**src/rtc_pkg.sv**
```systemverilog
/*
 * Shared constants for the real-time counter control block: register
 * addresses, bit positions, reset values, sub-second counter limits and
 * the periodic tick and hold handshake encodings.
 * Assumes an 8-bit CPU data path with 16-bit byte addresses.
 */
package rtc_pkg;

    localparam logic [15:0] RTC_ADDR_MAIN_CTL = 16'hFF7D;
    localparam logic [15:0] RTC_ADDR_ALARM_WAIT = 16'hFF7E;

    localparam logic [7:0] RTC_MAIN_CTL_RST = 8'h00;
    localparam logic [7:0] RTC_ALARM_WAIT_RST = 8'h00;
    // Bit 6 of the main control register is fixed at zero
    localparam logic [7:0] RTC_MAIN_CTL_MASK = 8'hBF;
    localparam logic [7:0] RTC_BYTE_ZERO = 8'h00;

    // Main control register fields
    localparam int RTC_MC_RUN = 7;
    localparam int RTC_MC_SEC_OUT = 5;
    localparam int RTC_MC_BASE_OUT = 4;
    localparam int RTC_MC_HOUR_FMT = 3;
    localparam int RTC_MC_SEL_HI = 2;

    // Alarm and wait control register fields
    localparam int RTC_AW_MATCH_EN = 7;
    localparam int RTC_AW_IRQ_EN = 6;
    localparam int RTC_AW_ALARM_FLAG = 4;
    localparam int RTC_AW_PER_FLAG = 3;
    localparam int RTC_AW_HOLD_STS = 1;
    localparam int RTC_AW_HOLD_REQ = 0;

    // Sub-second counter: one second of the 32.768 kHz clock
    localparam logic [14:0] RTC_SUB_ZERO = 15'h0000;
    localparam logic [14:0] RTC_SUB_MAX = 15'h7FFF;
    localparam logic [14:0] RTC_SUB_HALF = 15'h3FFF;
    localparam logic [14:0] RTC_SUB_ONE = 15'h0001;

    typedef enum logic [2:0] {
        RTC_PER_NONE = 3'h0,
        RTC_PER_HALF_SEC = 3'h1,
        RTC_PER_SECOND = 3'h2,
        RTC_PER_MINUTE = 3'h3,
        RTC_PER_HOUR = 3'h4,
        RTC_PER_DAY = 3'h5,
        RTC_PER_MONTH = 3'h6,
        RTC_PER_MONTH_ALT = 3'h7
    } rtc_per_sel_e;

    // Gray order along running, waiting, held
    typedef enum logic [1:0] {
        RTC_HOLD_RUN = 2'h0,
        RTC_HOLD_WAIT = 2'h1,
        RTC_HOLD_HELD = 2'h3
    } rtc_hold_state_e;

endpackage : rtc_pkg

```
**src/rtc_subsec.sv**
```systemverilog
/*
 * Sub-second counter of the real-time counter. Advances once per
 * 32.768 kHz tick while running and marks the half and full second.
 * Assumes sub_tick is a one-cycle pulse in the core clock domain.
 */
`timescale 1ns/1ns
module rtc_subsec (
    input wire logic core_clk,
    input wire logic rstn,
    input wire logic sub_tick,
    input wire logic run,
    input wire logic clear,
    output logic [14:0] count,
    output logic half_pulse,
    output logic ovf_pulse
);
    import rtc_pkg::*;

    typedef struct packed {
        logic [14:0] cnt;
        logic half;
        logic ovf;
    } rtc_sub_s;

    rtc_sub_s st_reg;
    rtc_sub_s st_next;

    ////////////////////////////////////////////////////////////////////////
    always_comb begin
        st_next = st_reg;
        st_next.half = 1'b0;
        st_next.ovf = 1'b0;
        if (clear) begin
            st_next.cnt = RTC_SUB_ZERO;
        end else if (run && sub_tick) begin
            if (st_reg.cnt == RTC_SUB_MAX) begin
                st_next.cnt = RTC_SUB_ZERO;
                st_next.ovf = 1'b1;
            end else begin
                st_next.cnt = st_reg.cnt + RTC_SUB_ONE;
            end
            if (st_reg.cnt == RTC_SUB_HALF) begin
                st_next.half = 1'b1;
            end
        end
    end

    always_ff @(posedge core_clk or negedge rstn) begin
        if (!rstn) begin
            st_reg <= '0;
        end else begin
            st_reg <= st_next;
        end
    end

    assign count = st_reg.cnt;
    assign half_pulse = st_reg.half;
    assign ovf_pulse = st_reg.ovf;

endmodule : rtc_subsec

```
**src/rtc_ctrl.sv**
```systemverilog
/*
 * Control section of the real-time counter: the two control registers,
 * run and stop, pin outputs, hour format, periodic tick and alarm flags
 * on one shared interrupt, and the count hold handshake.
 * Assumes the calendar counters sit outside, take sec_advance and
 * counters_frozen, and report the wraps that the next advance causes.
 * All inputs are synchronous to core_clk; sub_clk is the sampled
 * 32.768 kHz subsystem clock.
 */
`timescale 1ns/1ns
module rtc_ctrl (
    input wire logic core_clk,
    input wire logic rstn,
    input wire logic [15:0] cpu_addr,
    input wire logic cpu_wr,
    input wire logic cpu_rd,
    input wire logic [7:0] cpu_wdata,
    output logic [7:0] cpu_rdata,
    input wire logic sub_clk,
    input wire logic seconds_write,
    input wire logic alarm_match,
    input wire logic wrap_minute,
    input wire logic wrap_hour,
    input wire logic wrap_day,
    input wire logic wrap_month,
    output logic sec_advance,
    output logic counters_frozen,
    output logic hour_format_select,
    output logic second_pulse_pin,
    output logic base_clock_pin,
    output logic rtc_shared_irq
);
    import rtc_pkg::*;

    typedef struct packed {
        logic [7:0] main_ctl;
        logic alarm_match_enable;
        logic alarm_irq_enable;
        logic alarm_hit_flag;
        logic periodic_hit_flag;
        logic count_hold_request;
        rtc_hold_state_e hold;
        logic pend_adv;
        logic sub_q;
        logic match_q;
        logic match_seen;
        logic [7:0] rdata;
        logic adv;
        logic irq;
        logic sec_pin;
        logic base_pin;
    } rtc_ctrl_s;

    rtc_ctrl_s st_reg;
    rtc_ctrl_s st_next;

    logic sub_tick;
    logic [14:0] sub_count;
    logic sub_half;
    logic sub_ovf;

    ////////////////////////////////////////////////////////////////////////
    // Decode of the periodic tick selection

    function automatic logic rtc_per_due(
        input logic [2:0] sel,
        input logic adv,
        input logic half,
        input logic w_min,
        input logic w_hour,
        input logic w_day,
        input logic w_month
    );
        logic due;
        due = 1'b0;
        case (rtc_per_sel_e'(sel))
            RTC_PER_NONE: due = 1'b0;
            RTC_PER_HALF_SEC: due = adv | half;
            RTC_PER_SECOND: due = adv;
            RTC_PER_MINUTE: due = adv & w_min;
            RTC_PER_HOUR: due = adv & w_hour;
            RTC_PER_DAY: due = adv & w_day;
            RTC_PER_MONTH: due = adv & w_month;
            RTC_PER_MONTH_ALT: due = adv & w_month;
            default: due = 1'b0;
        endcase
        return due;
    endfunction : rtc_per_due

    function automatic logic rtc_hit(
        input logic [15:0] addr,
        input logic [15:0] target,
        input logic strobe
    );
        return strobe && (addr == target);
    endfunction : rtc_hit

    ////////////////////////////////////////////////////////////////////////
    // Inputs are synchronous, so the edge is taken from one stored sample
    assign sub_tick = sub_clk & ~st_reg.sub_q;

    // Run bit gates the sub-second count
    // Stopping here stops new events from the count, but an overflow already pending under hold still advances on release
    rtc_subsec i_rtc_subsec (
        .core_clk(core_clk),
        .rstn(rstn),
        .sub_tick(sub_tick),
        .run(st_reg.main_ctl[RTC_MC_RUN]),
        .clear(seconds_write),
        .count(sub_count),
        .half_pulse(sub_half),
        .ovf_pulse(sub_ovf)
    );

    ////////////////////////////////////////////////////////////////////////
    always_comb begin
        logic wr_main;
        logic wr_aw;
        logic per_ev;
        logic alarm_ev;
        logic do_adv;
        wr_main = rtc_hit(cpu_addr, RTC_ADDR_MAIN_CTL, cpu_wr);
        wr_aw = rtc_hit(cpu_addr, RTC_ADDR_ALARM_WAIT, cpu_wr);
        per_ev = 1'b0;
        alarm_ev = 1'b0;
        do_adv = 1'b0;
        st_next = st_reg;
        st_next.sub_q = sub_clk;
        st_next.adv = 1'b0;
        st_next.irq = 1'b0;

        if (wr_main) begin
            st_next.main_ctl = cpu_wdata & RTC_MAIN_CTL_MASK;
        end
        if (wr_aw) begin
            st_next.alarm_match_enable = cpu_wdata[RTC_AW_MATCH_EN];
            st_next.alarm_irq_enable = cpu_wdata[RTC_AW_IRQ_EN];
            st_next.count_hold_request = cpu_wdata[RTC_AW_HOLD_REQ];
            if (!cpu_wdata[RTC_AW_ALARM_FLAG]) begin
                st_next.alarm_hit_flag = 1'b0;
            end
            if (!cpu_wdata[RTC_AW_PER_FLAG]) begin
                st_next.periodic_hit_flag = 1'b0;
            end
        end

        // Hold handshake timing
        // Release is immediate; a request dropped while waiting aborts it
        // Held is only entered on a sub tick, but counters_frozen already rises
        // on entry to waiting, so counters may stop in the middle of a calendar update
        case (st_reg.hold)
            RTC_HOLD_RUN: begin
                if (st_reg.count_hold_request) begin
                    st_next.hold = RTC_HOLD_WAIT;
                end
            end
            RTC_HOLD_WAIT: begin
                if (!st_reg.count_hold_request) begin
                    st_next.hold = RTC_HOLD_RUN;
                end else if (sub_tick) begin
                    st_next.hold = RTC_HOLD_HELD;
                end
            end
            RTC_HOLD_HELD: begin
                if (!st_reg.count_hold_request) begin
                    st_next.hold = RTC_HOLD_RUN;
                    do_adv = st_reg.pend_adv;
                    st_next.pend_adv = 1'b0;
                end
            end
            default: st_next.hold = RTC_HOLD_RUN;
        endcase

        // Freeze seconds upward
        // A held overflow is given out on release from held; one in the release cycle or an aborted wait stays pending until a later release
        if (sub_ovf) begin
            if (st_reg.hold == RTC_HOLD_RUN) begin
                do_adv = 1'b1;
            end else begin
                st_next.pend_adv = 1'b1;
            end
        end
        if (seconds_write) begin
            st_next.pend_adv = 1'b0;
            if (st_reg.hold != RTC_HOLD_RUN) begin
                do_adv = 1'b0;
            end
        end
        st_next.adv = do_adv;

        // Match seen, flag next subclock
        // Only a fresh rise of the match counts, so a long match fires once
        alarm_ev = 1'b0;
        if (sub_tick) begin
            st_next.match_q = alarm_match;
            st_next.match_seen = 1'b0;
            if (st_reg.match_seen && st_reg.alarm_match_enable) begin
                alarm_ev = 1'b1;
            end
            if (alarm_match && !st_reg.match_q) begin
                st_next.match_seen = 1'b1;
            end
        end
        if (!st_reg.alarm_match_enable) begin
            st_next.match_seen = 1'b0;
        end

        per_ev = rtc_per_due(st_reg.main_ctl[RTC_MC_SEL_HI:0], do_adv,
            sub_half, wrap_minute, wrap_hour, wrap_day, wrap_month);

        if (per_ev) begin
            st_next.periodic_hit_flag = 1'b1;
        end
        if (alarm_ev) begin
            st_next.alarm_hit_flag = 1'b1;
        end
        st_next.irq = per_ev | (alarm_ev & st_reg.alarm_irq_enable);

        // Enables act at once, so a short pulse may appear
        st_next.base_pin = st_reg.main_ctl[RTC_MC_BASE_OUT] & sub_clk;
        // High for the first half of each second
        st_next.sec_pin = st_reg.main_ctl[RTC_MC_SEC_OUT] &
            (sub_count <= RTC_SUB_HALF);

        // Read data stands one cycle, so an idle bus reads zero
        st_next.rdata = RTC_BYTE_ZERO;
        if (rtc_hit(cpu_addr, RTC_ADDR_MAIN_CTL, cpu_rd)) begin
            st_next.rdata = st_reg.main_ctl;
        end else if (rtc_hit(cpu_addr, RTC_ADDR_ALARM_WAIT, cpu_rd)) begin
            st_next.rdata[RTC_AW_MATCH_EN] = st_reg.alarm_match_enable;
            st_next.rdata[RTC_AW_IRQ_EN] = st_reg.alarm_irq_enable;
            st_next.rdata[RTC_AW_ALARM_FLAG] = st_reg.alarm_hit_flag;
            st_next.rdata[RTC_AW_PER_FLAG] = st_reg.periodic_hit_flag;
            st_next.rdata[RTC_AW_HOLD_STS] =
                (st_reg.hold == RTC_HOLD_HELD);
            st_next.rdata[RTC_AW_HOLD_REQ] = st_reg.count_hold_request;
        end
    end

    ////////////////////////////////////////////////////////////////////////
    always_ff @(posedge core_clk or negedge rstn) begin
        if (!rstn) begin
            st_reg <= '0;
            st_reg.main_ctl <= RTC_MAIN_CTL_RST;
            st_reg.hold <= RTC_HOLD_RUN;
        end else begin
            st_reg <= st_next;
        end
    end

    ////////////////////////////////////////////////////////////////////////
    assign cpu_rdata = st_reg.rdata;
    assign sec_advance = st_reg.adv;
    // Only the running state has bit 0 clear in the Gray order
    assign counters_frozen = st_reg.hold[0];
    assign hour_format_select = st_reg.main_ctl[RTC_MC_HOUR_FMT];
    assign second_pulse_pin = st_reg.sec_pin;
    assign base_clock_pin = st_reg.base_pin;
    assign rtc_shared_irq = st_reg.irq;

endmodule : rtc_ctrl

```
**config.mk**
```make
export PLATFORM = sky130hd
export DESIGN_NAME = rtc_ctrl
export DESIGN_NICKNAME = d
export VERILOG_FILES = /design/src/rtc_pkg.sv /design/src/rtc_subsec.sv /design/src/rtc_ctrl.sv
export SDC_FILE = /design/constraint.sdc
export NUM_CORES = 1
export LEC_CHECK = 0
export ABC_AREA = 1
export BUFFER_PORTS_ARGS = -buffer_cell sky130_fd_sc_hd__buf_2
export CORE_UTILIZATION = 40
export CTS_CLUSTER_SIZE = 28
export DETAILED_ROUTE_END_ITERATION = 8
export REMOVE_ABC_BUFFERS = 1
export SLEW_MARGIN = 0
export SYNTH_ARGS = -nofsm -noshare
export SYNTH_HDL_FRONTEND = slang
export SYNTH_SLANG_ARGS = --single-unit
```
**constraint.sdc**
```tcl
create_clock -name core_clk -period 2 [get_ports core_clk]
set_clock_uncertainty 0.2 [all_clocks]
set_input_delay 0.2 -clock core_clk [delete_from_list [all_inputs] [get_ports core_clk]]
set_output_delay 0.2 -clock core_clk [all_outputs]
set_load 0.05 [all_outputs]
```
Word level (Yosys, flattened, before mapping)
Cells that the tools add are included.
- word-level logic and storage cells: 109
- bits in writable memories: 0
- memories: 0
- bits in registers: 47
- output and inout bits: 14
- bits in read-only memories: 0
- input bits: 35
- bits in latches: 0
- add/sub/neg operators: 1
- shift operators: 0
- reductions and logical operators: 18
- div/mod/pow operators: 0
- $mul: 0
- $lt $le $gt $ge: 1
- equality and inequality tests: 19
- bitwise logic cells: 11
- multiplexer cells: 40
- operators by type and width (cell ; count):
    $eq 16x16->1 const B ; 2
    $mux 15 ; 2
    $mux 1 ; 23
    $mux 2 ; 10
    $mux 17 ; 1
    $add 15x1->15 const B ; 1
    $eq 15x14->1 const B ; 1
    $eq 15x15->1 const B ; 1
    $le 15x14->1 const B ; 1
    $eq 3x3->1 const B ; 4
    $and 1x1->1 ; 8
    $reduce_bool 2->1 ; 4
    $logic_and 1x1->1 ; 7
    $pmux 1 s7 ; 1
    $eq 3x2->1 const B ; 2
    $mux 3 ; 2
    $ne 2x1->1 const B ; 3
    $pmux 2 s3 ; 1
    $ne 2x2->1 const B ; 2
    $reduce_and 2->1 ; 2
    $eq 3x1->1 const B ; 1
    $logic_not 3->1 ; 1
    $ne 3x2->1 const B ; 1
    $reduce_and 3->1 ; 1
    7 further kinds ; 8

Logic depth before layout (Yosys ltp)
- depth in word-level cells: 10
- depth in mapped cells: 9
- depth with buffers taken out: 8

Hierarchy
Synthesis repeated with hierarchy kept, for this count alone.
- cells, all modules: 290
- area, all modules: 2349.8 µm²
- by module, submodules not included (module ; sequential area each (µm²) ; instances ; area an instance (µm²) ; cells an instance):
    rtc_ctrl ; 750.7 ; 1 ; 1395.1 ; 169
    rtc_subsec ; 425.4 ; 1 ; 954.7 ; 121

Worst setup path after synthesis
No wires, ideal clock.
- kind: flip-flop to flip-flop
- from: reg i_rtc_subsec.st_reg, in the netlist i_rtc_subsec.count[0]
- to: reg i_rtc_subsec.st_reg, in the netlist i_rtc_subsec.count[13]
- cell stages (with the launch flop): 9
- buffers on the path: 0
- setup time: 0.124 ns
- arrival: 1.239 ns
- path slack: 0.437 ns
- clock period less this slack: 1.563 ns
- data required time: 1.676 ns
- path through: dfrtp_1 -> ha_1 -> nand2_2 -> nor2_4 -> nand2_4 -> nor2_8 -> nand2_4 -> nand2_8 -> o21bai_2
- word-level cells in the longest chain between the ends: 4
- elaborated cells on any way between the ends: 5
- classes of those cells: add/sub: 1; eq/ne: 1; mux: 3
- ends and longest elaborated chain (element ; line ; RTL):
    from (decl) ; rtc_subsec.sv:25 ; rtc_sub_s st_reg;
    from (signal assigned) ; rtc_subsec.sv:52 ; st_reg <= st_next;
    $add 15x1->15 or $eq 15x15->1 (tied branches) ; rtc_subsec.sv:40, rtc_subsec.sv:36 ;
    $mux 15 (*) ; rtc_subsec.sv:36 ; if (st_reg.cnt == RTC_SUB_MAX) begin
    $mux 17 (*) ; rtc_subsec.sv:35 ; end else if (run && sub_tick) begin
    $mux 15 (*) ; rtc_subsec.sv:33 ; if (clear) begin
Every way passes the cells marked *; elsewhere a longest branch is shown, timed or not. The select of a mux whose other input is x is not followed.
A chain may end at the register's enable or synchronous reset.

Worst setup path in the final report
- from: reg i_rtc_subsec.st_reg, in the netlist i_rtc_subsec.count[0]
- to: reg i_rtc_subsec.st_reg, in the netlist i_rtc_subsec.count[14]
The elaborated chain is that of the path after synthesis.

==> load_flow_metrics.sql <==
INSERT INTO impl_metrics (metric_group, metric, value, unit) VALUES
('outcome', 'outcome', 'finished, final reports clean', ''),
('critical_path', 'timing.critical_path.required', '2030', 'ps'),
('global_routing', 'antenna_found_initial', '0', ''),
('logic_synthesis', 'synth.top_cells.by_area', 'sky130_fd_sc_hd__dfrtp_1 (48%), sky130_fd_sc_hd__nand2_1 (13%), sky130_fd_sc_hd__o21ai_2 (5.7%)', ''),
('critical_path', 'crit_buf_inv', '0', ''),
('final_layout', 'flip_flop_count_of_the_largest_register_after_layout', '16', ''),
('route', 'drc', '0', ''),
('final_layout', 'n_antenna_cell', '0', ''),
('logic_synthesis', 'yosys_warnings', '0', ''),
('cts', 'cts_tree', 'yes', ''),
('final_layout', 'layout.cell_area.non_filler', '2990', 'sq um'),
('critical_path', 'crit_family', 'simple AND/OR/NAND/NOR gates', ''),
('global_routing', 'grt_start_max_net_pins', '48', ''),
('logic_synthesis', 'netlist.top_cell.by_area', 'sky130_fd_sc_hd__dfrtp_1', ''),
('cts', 'clock_pin_slew_on_the_worst_setup_and_hold_paths', '90', 'ps'),
('global_routing', 'global_route.overflow_total', '0', ''),
('timing', 'slew_of_the_pin_with_the_lowest_slew_margin', '570', 'ps'),
('global_routing', 'track_usage', '0.163', ''),
('logic_synthesis', 'top_cell_type_s_share_of_synthesized_area', '0.479', ''),
('pwr', 'switching_share', '0.224', ''),
('pwr', 'max-vdd-ir-drop', '0.000263', 'V'),
('route', 'drt-wirelength-per-cell', '11.2', 'microns'),
('cts', 'worst_skew_pair.late_latency', '300', 'ps'),
('critical_path', 'crit_slowest_cell', 'sky130_fd_sc_hd__dfrtp_1', ''),
('critical_path', 'worst_path_most_repeated_cell', 'sky130_fd_sc_hd__nor2_1', ''),
('placed_design', 'post_placement_setup_slack', '312', 'ps'),
('critical_path', 'setup.worst_path.end_class', 'register', ''),
('final_layout', 'final_net_count', '384', ''),
('pwr', 'p_leak', '0.00151', 'uW'),
('critical_path', 'crit_path_max_incr_delay', '430', 'ps'),
('logic_synthesis', 'ys_async_sr_fraction', '1.00', ''),
('cts', 'cts.htree.levels', '2', ''),
('route', 'totalWireLength', '4750', 'microns'),
('timing', 'rsz0062_at_grt', 'no', ''),
('global_routing', 'wire_length_of_the_first_global_routing_pass', '8050', 'microns'),
('critical_path', 'timing.critical_path.arrival', '1740', 'ps'),
('critical_path', 'criticalPathCategory', 'register to register', ''),
('cts', 'numCtsBuffers', '5', ''),
('cts', 'cts_root_buf', 'sky130_fd_sc_hd__clkbuf_8', ''),
('die', 'floorplan.die.width', '80.4', 'microns'),
('pwr', 'clock_power_share', '0.403', ''),
('cts', 'post_cts.resized_instances', '0', ''),
('route', 'drt_first_iter_violations', '73', ''),
('timing', 'finalSetupViolCount', '0', ''),
('timing', 'period_needed', '1710', 'ps'),
('critical_path', 'start_kind', 'register', ''),
('route', 'ant_nets', '0', ''),
('hold_path', 'hold_path_class', 'input port to register', ''),
('cts', 'cts_buffer_depth', '2', ''),
('cts', 'tritoncts_num_sinks', '47', ''),
('pwr', 'p_sw', '398', 'uW'),
('logic_synthesis', 'syn-cell-area', '2460', 'sq um'),
('timing', 'max-slew-margin-rel', '0.620', ''),
('die', 'io_pins', '49', ''),
('critical_path', 'worst_path_fanout_max', '5', ''),
('logic_synthesis', 'synth.distinct_cells', '35', ''),
('logic_synthesis', 'synth_cells', '287', ''),
('logic_synthesis', 'synthesis.area_per_instance', '8.56', 'sq um'),
('pwr', 'power_density', '594', 'nW/um^2'),
('route', 'drt_pre_antenna_iters', '4', ''),
('logic_synthesis', 'synth_edf_count', '0', ''),
('logic_synthesis', 'yosys.cell_count.top_type', 'sky130_fd_sc_hd__nand2_1', ''),
('logic_synthesis', 'yosys_register_bits', '47', ''),
('logic_synthesis', 'synth_top_flop_cell', 'sky130_fd_sc_hd__dfrtp_1', ''),
('logic_synthesis', 'synth_sequential_area_ratio', '0.479', ''),
('die', 'rows', '28', ''),
('die', 'initial_cell_density_of_the_core', '0.415', ''),
('global_routing', 'first_global_vias', '1740', ''),
('final_layout', 'flow.area_growth_from_synthesis', '21.6', '%'),
('final_layout', 'drive_above_1_share', '0.292', ''),
('pwr', 'share_comb_of_total_power', '0.059', '');
worst min-delay path, cell delays in order:
cell	delay (ps)
sky130_fd_sc_hd__buf_2	140
sky130_fd_sc_hd__nand2_2	120
sky130_fd_sc_hd__o21ai_1	60
area by class of cell:
| cell class | instances | area [sq um] |
|---|---|---|
| repair buffers | 64 | 395 |
| well taps | 75 | 93.8 |
| clock buffers | 5 | 68.8 |
| inverters | 35 | 131 |
| clock inverters | 3 | 46.3 |
| multi-input cells | 195 | 1080 |
| fillers | 553 | 2930 |
| flip-flops and latches | 47 | 1180 |
routing by layer:
metal | GRT usage | share of wire
met5 | 0 | 0
met4 | 0.0482 | 0.0029
met3 | 0.0341 | 0.035
met2 | 0.247 | 0.46
met1 | 0.232 | 0.51
metrics by stage:
stage               power [uW]  utilization  cells  hold WS [ps]
floorplan                  998            -    277          -296
global placement          1060        0.462    402           134
detailed placement        1060        0.462    402           129
CTS                       1800        0.505    424          40.4
global route              1850        0.505    424          71.7
finish                    1780        0.505    424          53.4
timing repair:
action | in CTS | in global routing
hold buffers | 14 | 0
hold endpoints to repair | 63 | 0
buffers inserted | 0 | 0
cell families (layout without fill, tap and decap cells):
logic type	Yosys count	in the layout	share of synthesized area
flip-flops	47	47	0.479
buffers and inverters	45	107	0.0830
AND/OR/NAND/NOR	153	153	0.304
adder cells (fa/ha/maj)	1	1	0.00509
AO/OA/AOI/OAI	32	32	0.0967
XOR/XNOR	9	9	0.0321
power groups by stage:
stage                     clock [uW]  combinational (uW)  sequential [uW]
final                            716                 105              955
after global routing             775                 120              955
after CTS                        740                 108              955
after detailed placement           0                88.6              974
after global placement             0                87.3              973
after floorplan                    0                24.6              974
placed cells by master, fill, tap and decap left out, types with 3 or more instances in the layout:
cell type                       count
sky130_fd_sc_hd__nand2_1           86
sky130_fd_sc_hd__nor2_1            23
sky130_fd_sc_hd__nand2_2            6
sky130_fd_sc_hd__dlygate4sd3_1     14
sky130_fd_sc_hd__inv_2              6
sky130_fd_sc_hd__a21oi_1            3
sky130_fd_sc_hd__xnor2_1            4
sky130_fd_sc_hd__xor2_1             5
sky130_fd_sc_hd__dfrtp_1           47
sky130_fd_sc_hd__clkbuf_8           5
sky130_fd_sc_hd__o21ai_1            6
sky130_fd_sc_hd__o21ai_2           16
sky130_fd_sc_hd__buf_2             48
sky130_fd_sc_hd__inv_1             29
sky130_fd_sc_hd__nand3_1           16
sky130_fd_sc_hd__nor2_4             4
worst paths after layout:
kind	depth (start not counted)	slack, ps	endpoint	start
max reg2reg	8	290	i_rtc_subsec.count[14]	i_rtc_subsec.count[0]
max in group asynchronous	3	900	i_rtc_subsec.count[11]	rstn
min in group asynchronous	3	300	cpu_rdata[3]	rstn
min reg2reg	1	270	second_pulse_pin	i_rtc_subsec.count[14]
min	3	50	st_reg[18]	cpu_wr
max	8	290	i_rtc_subsec.count[14]	i_rtc_subsec.count[0]
Power figures use the tool's default switching activity.
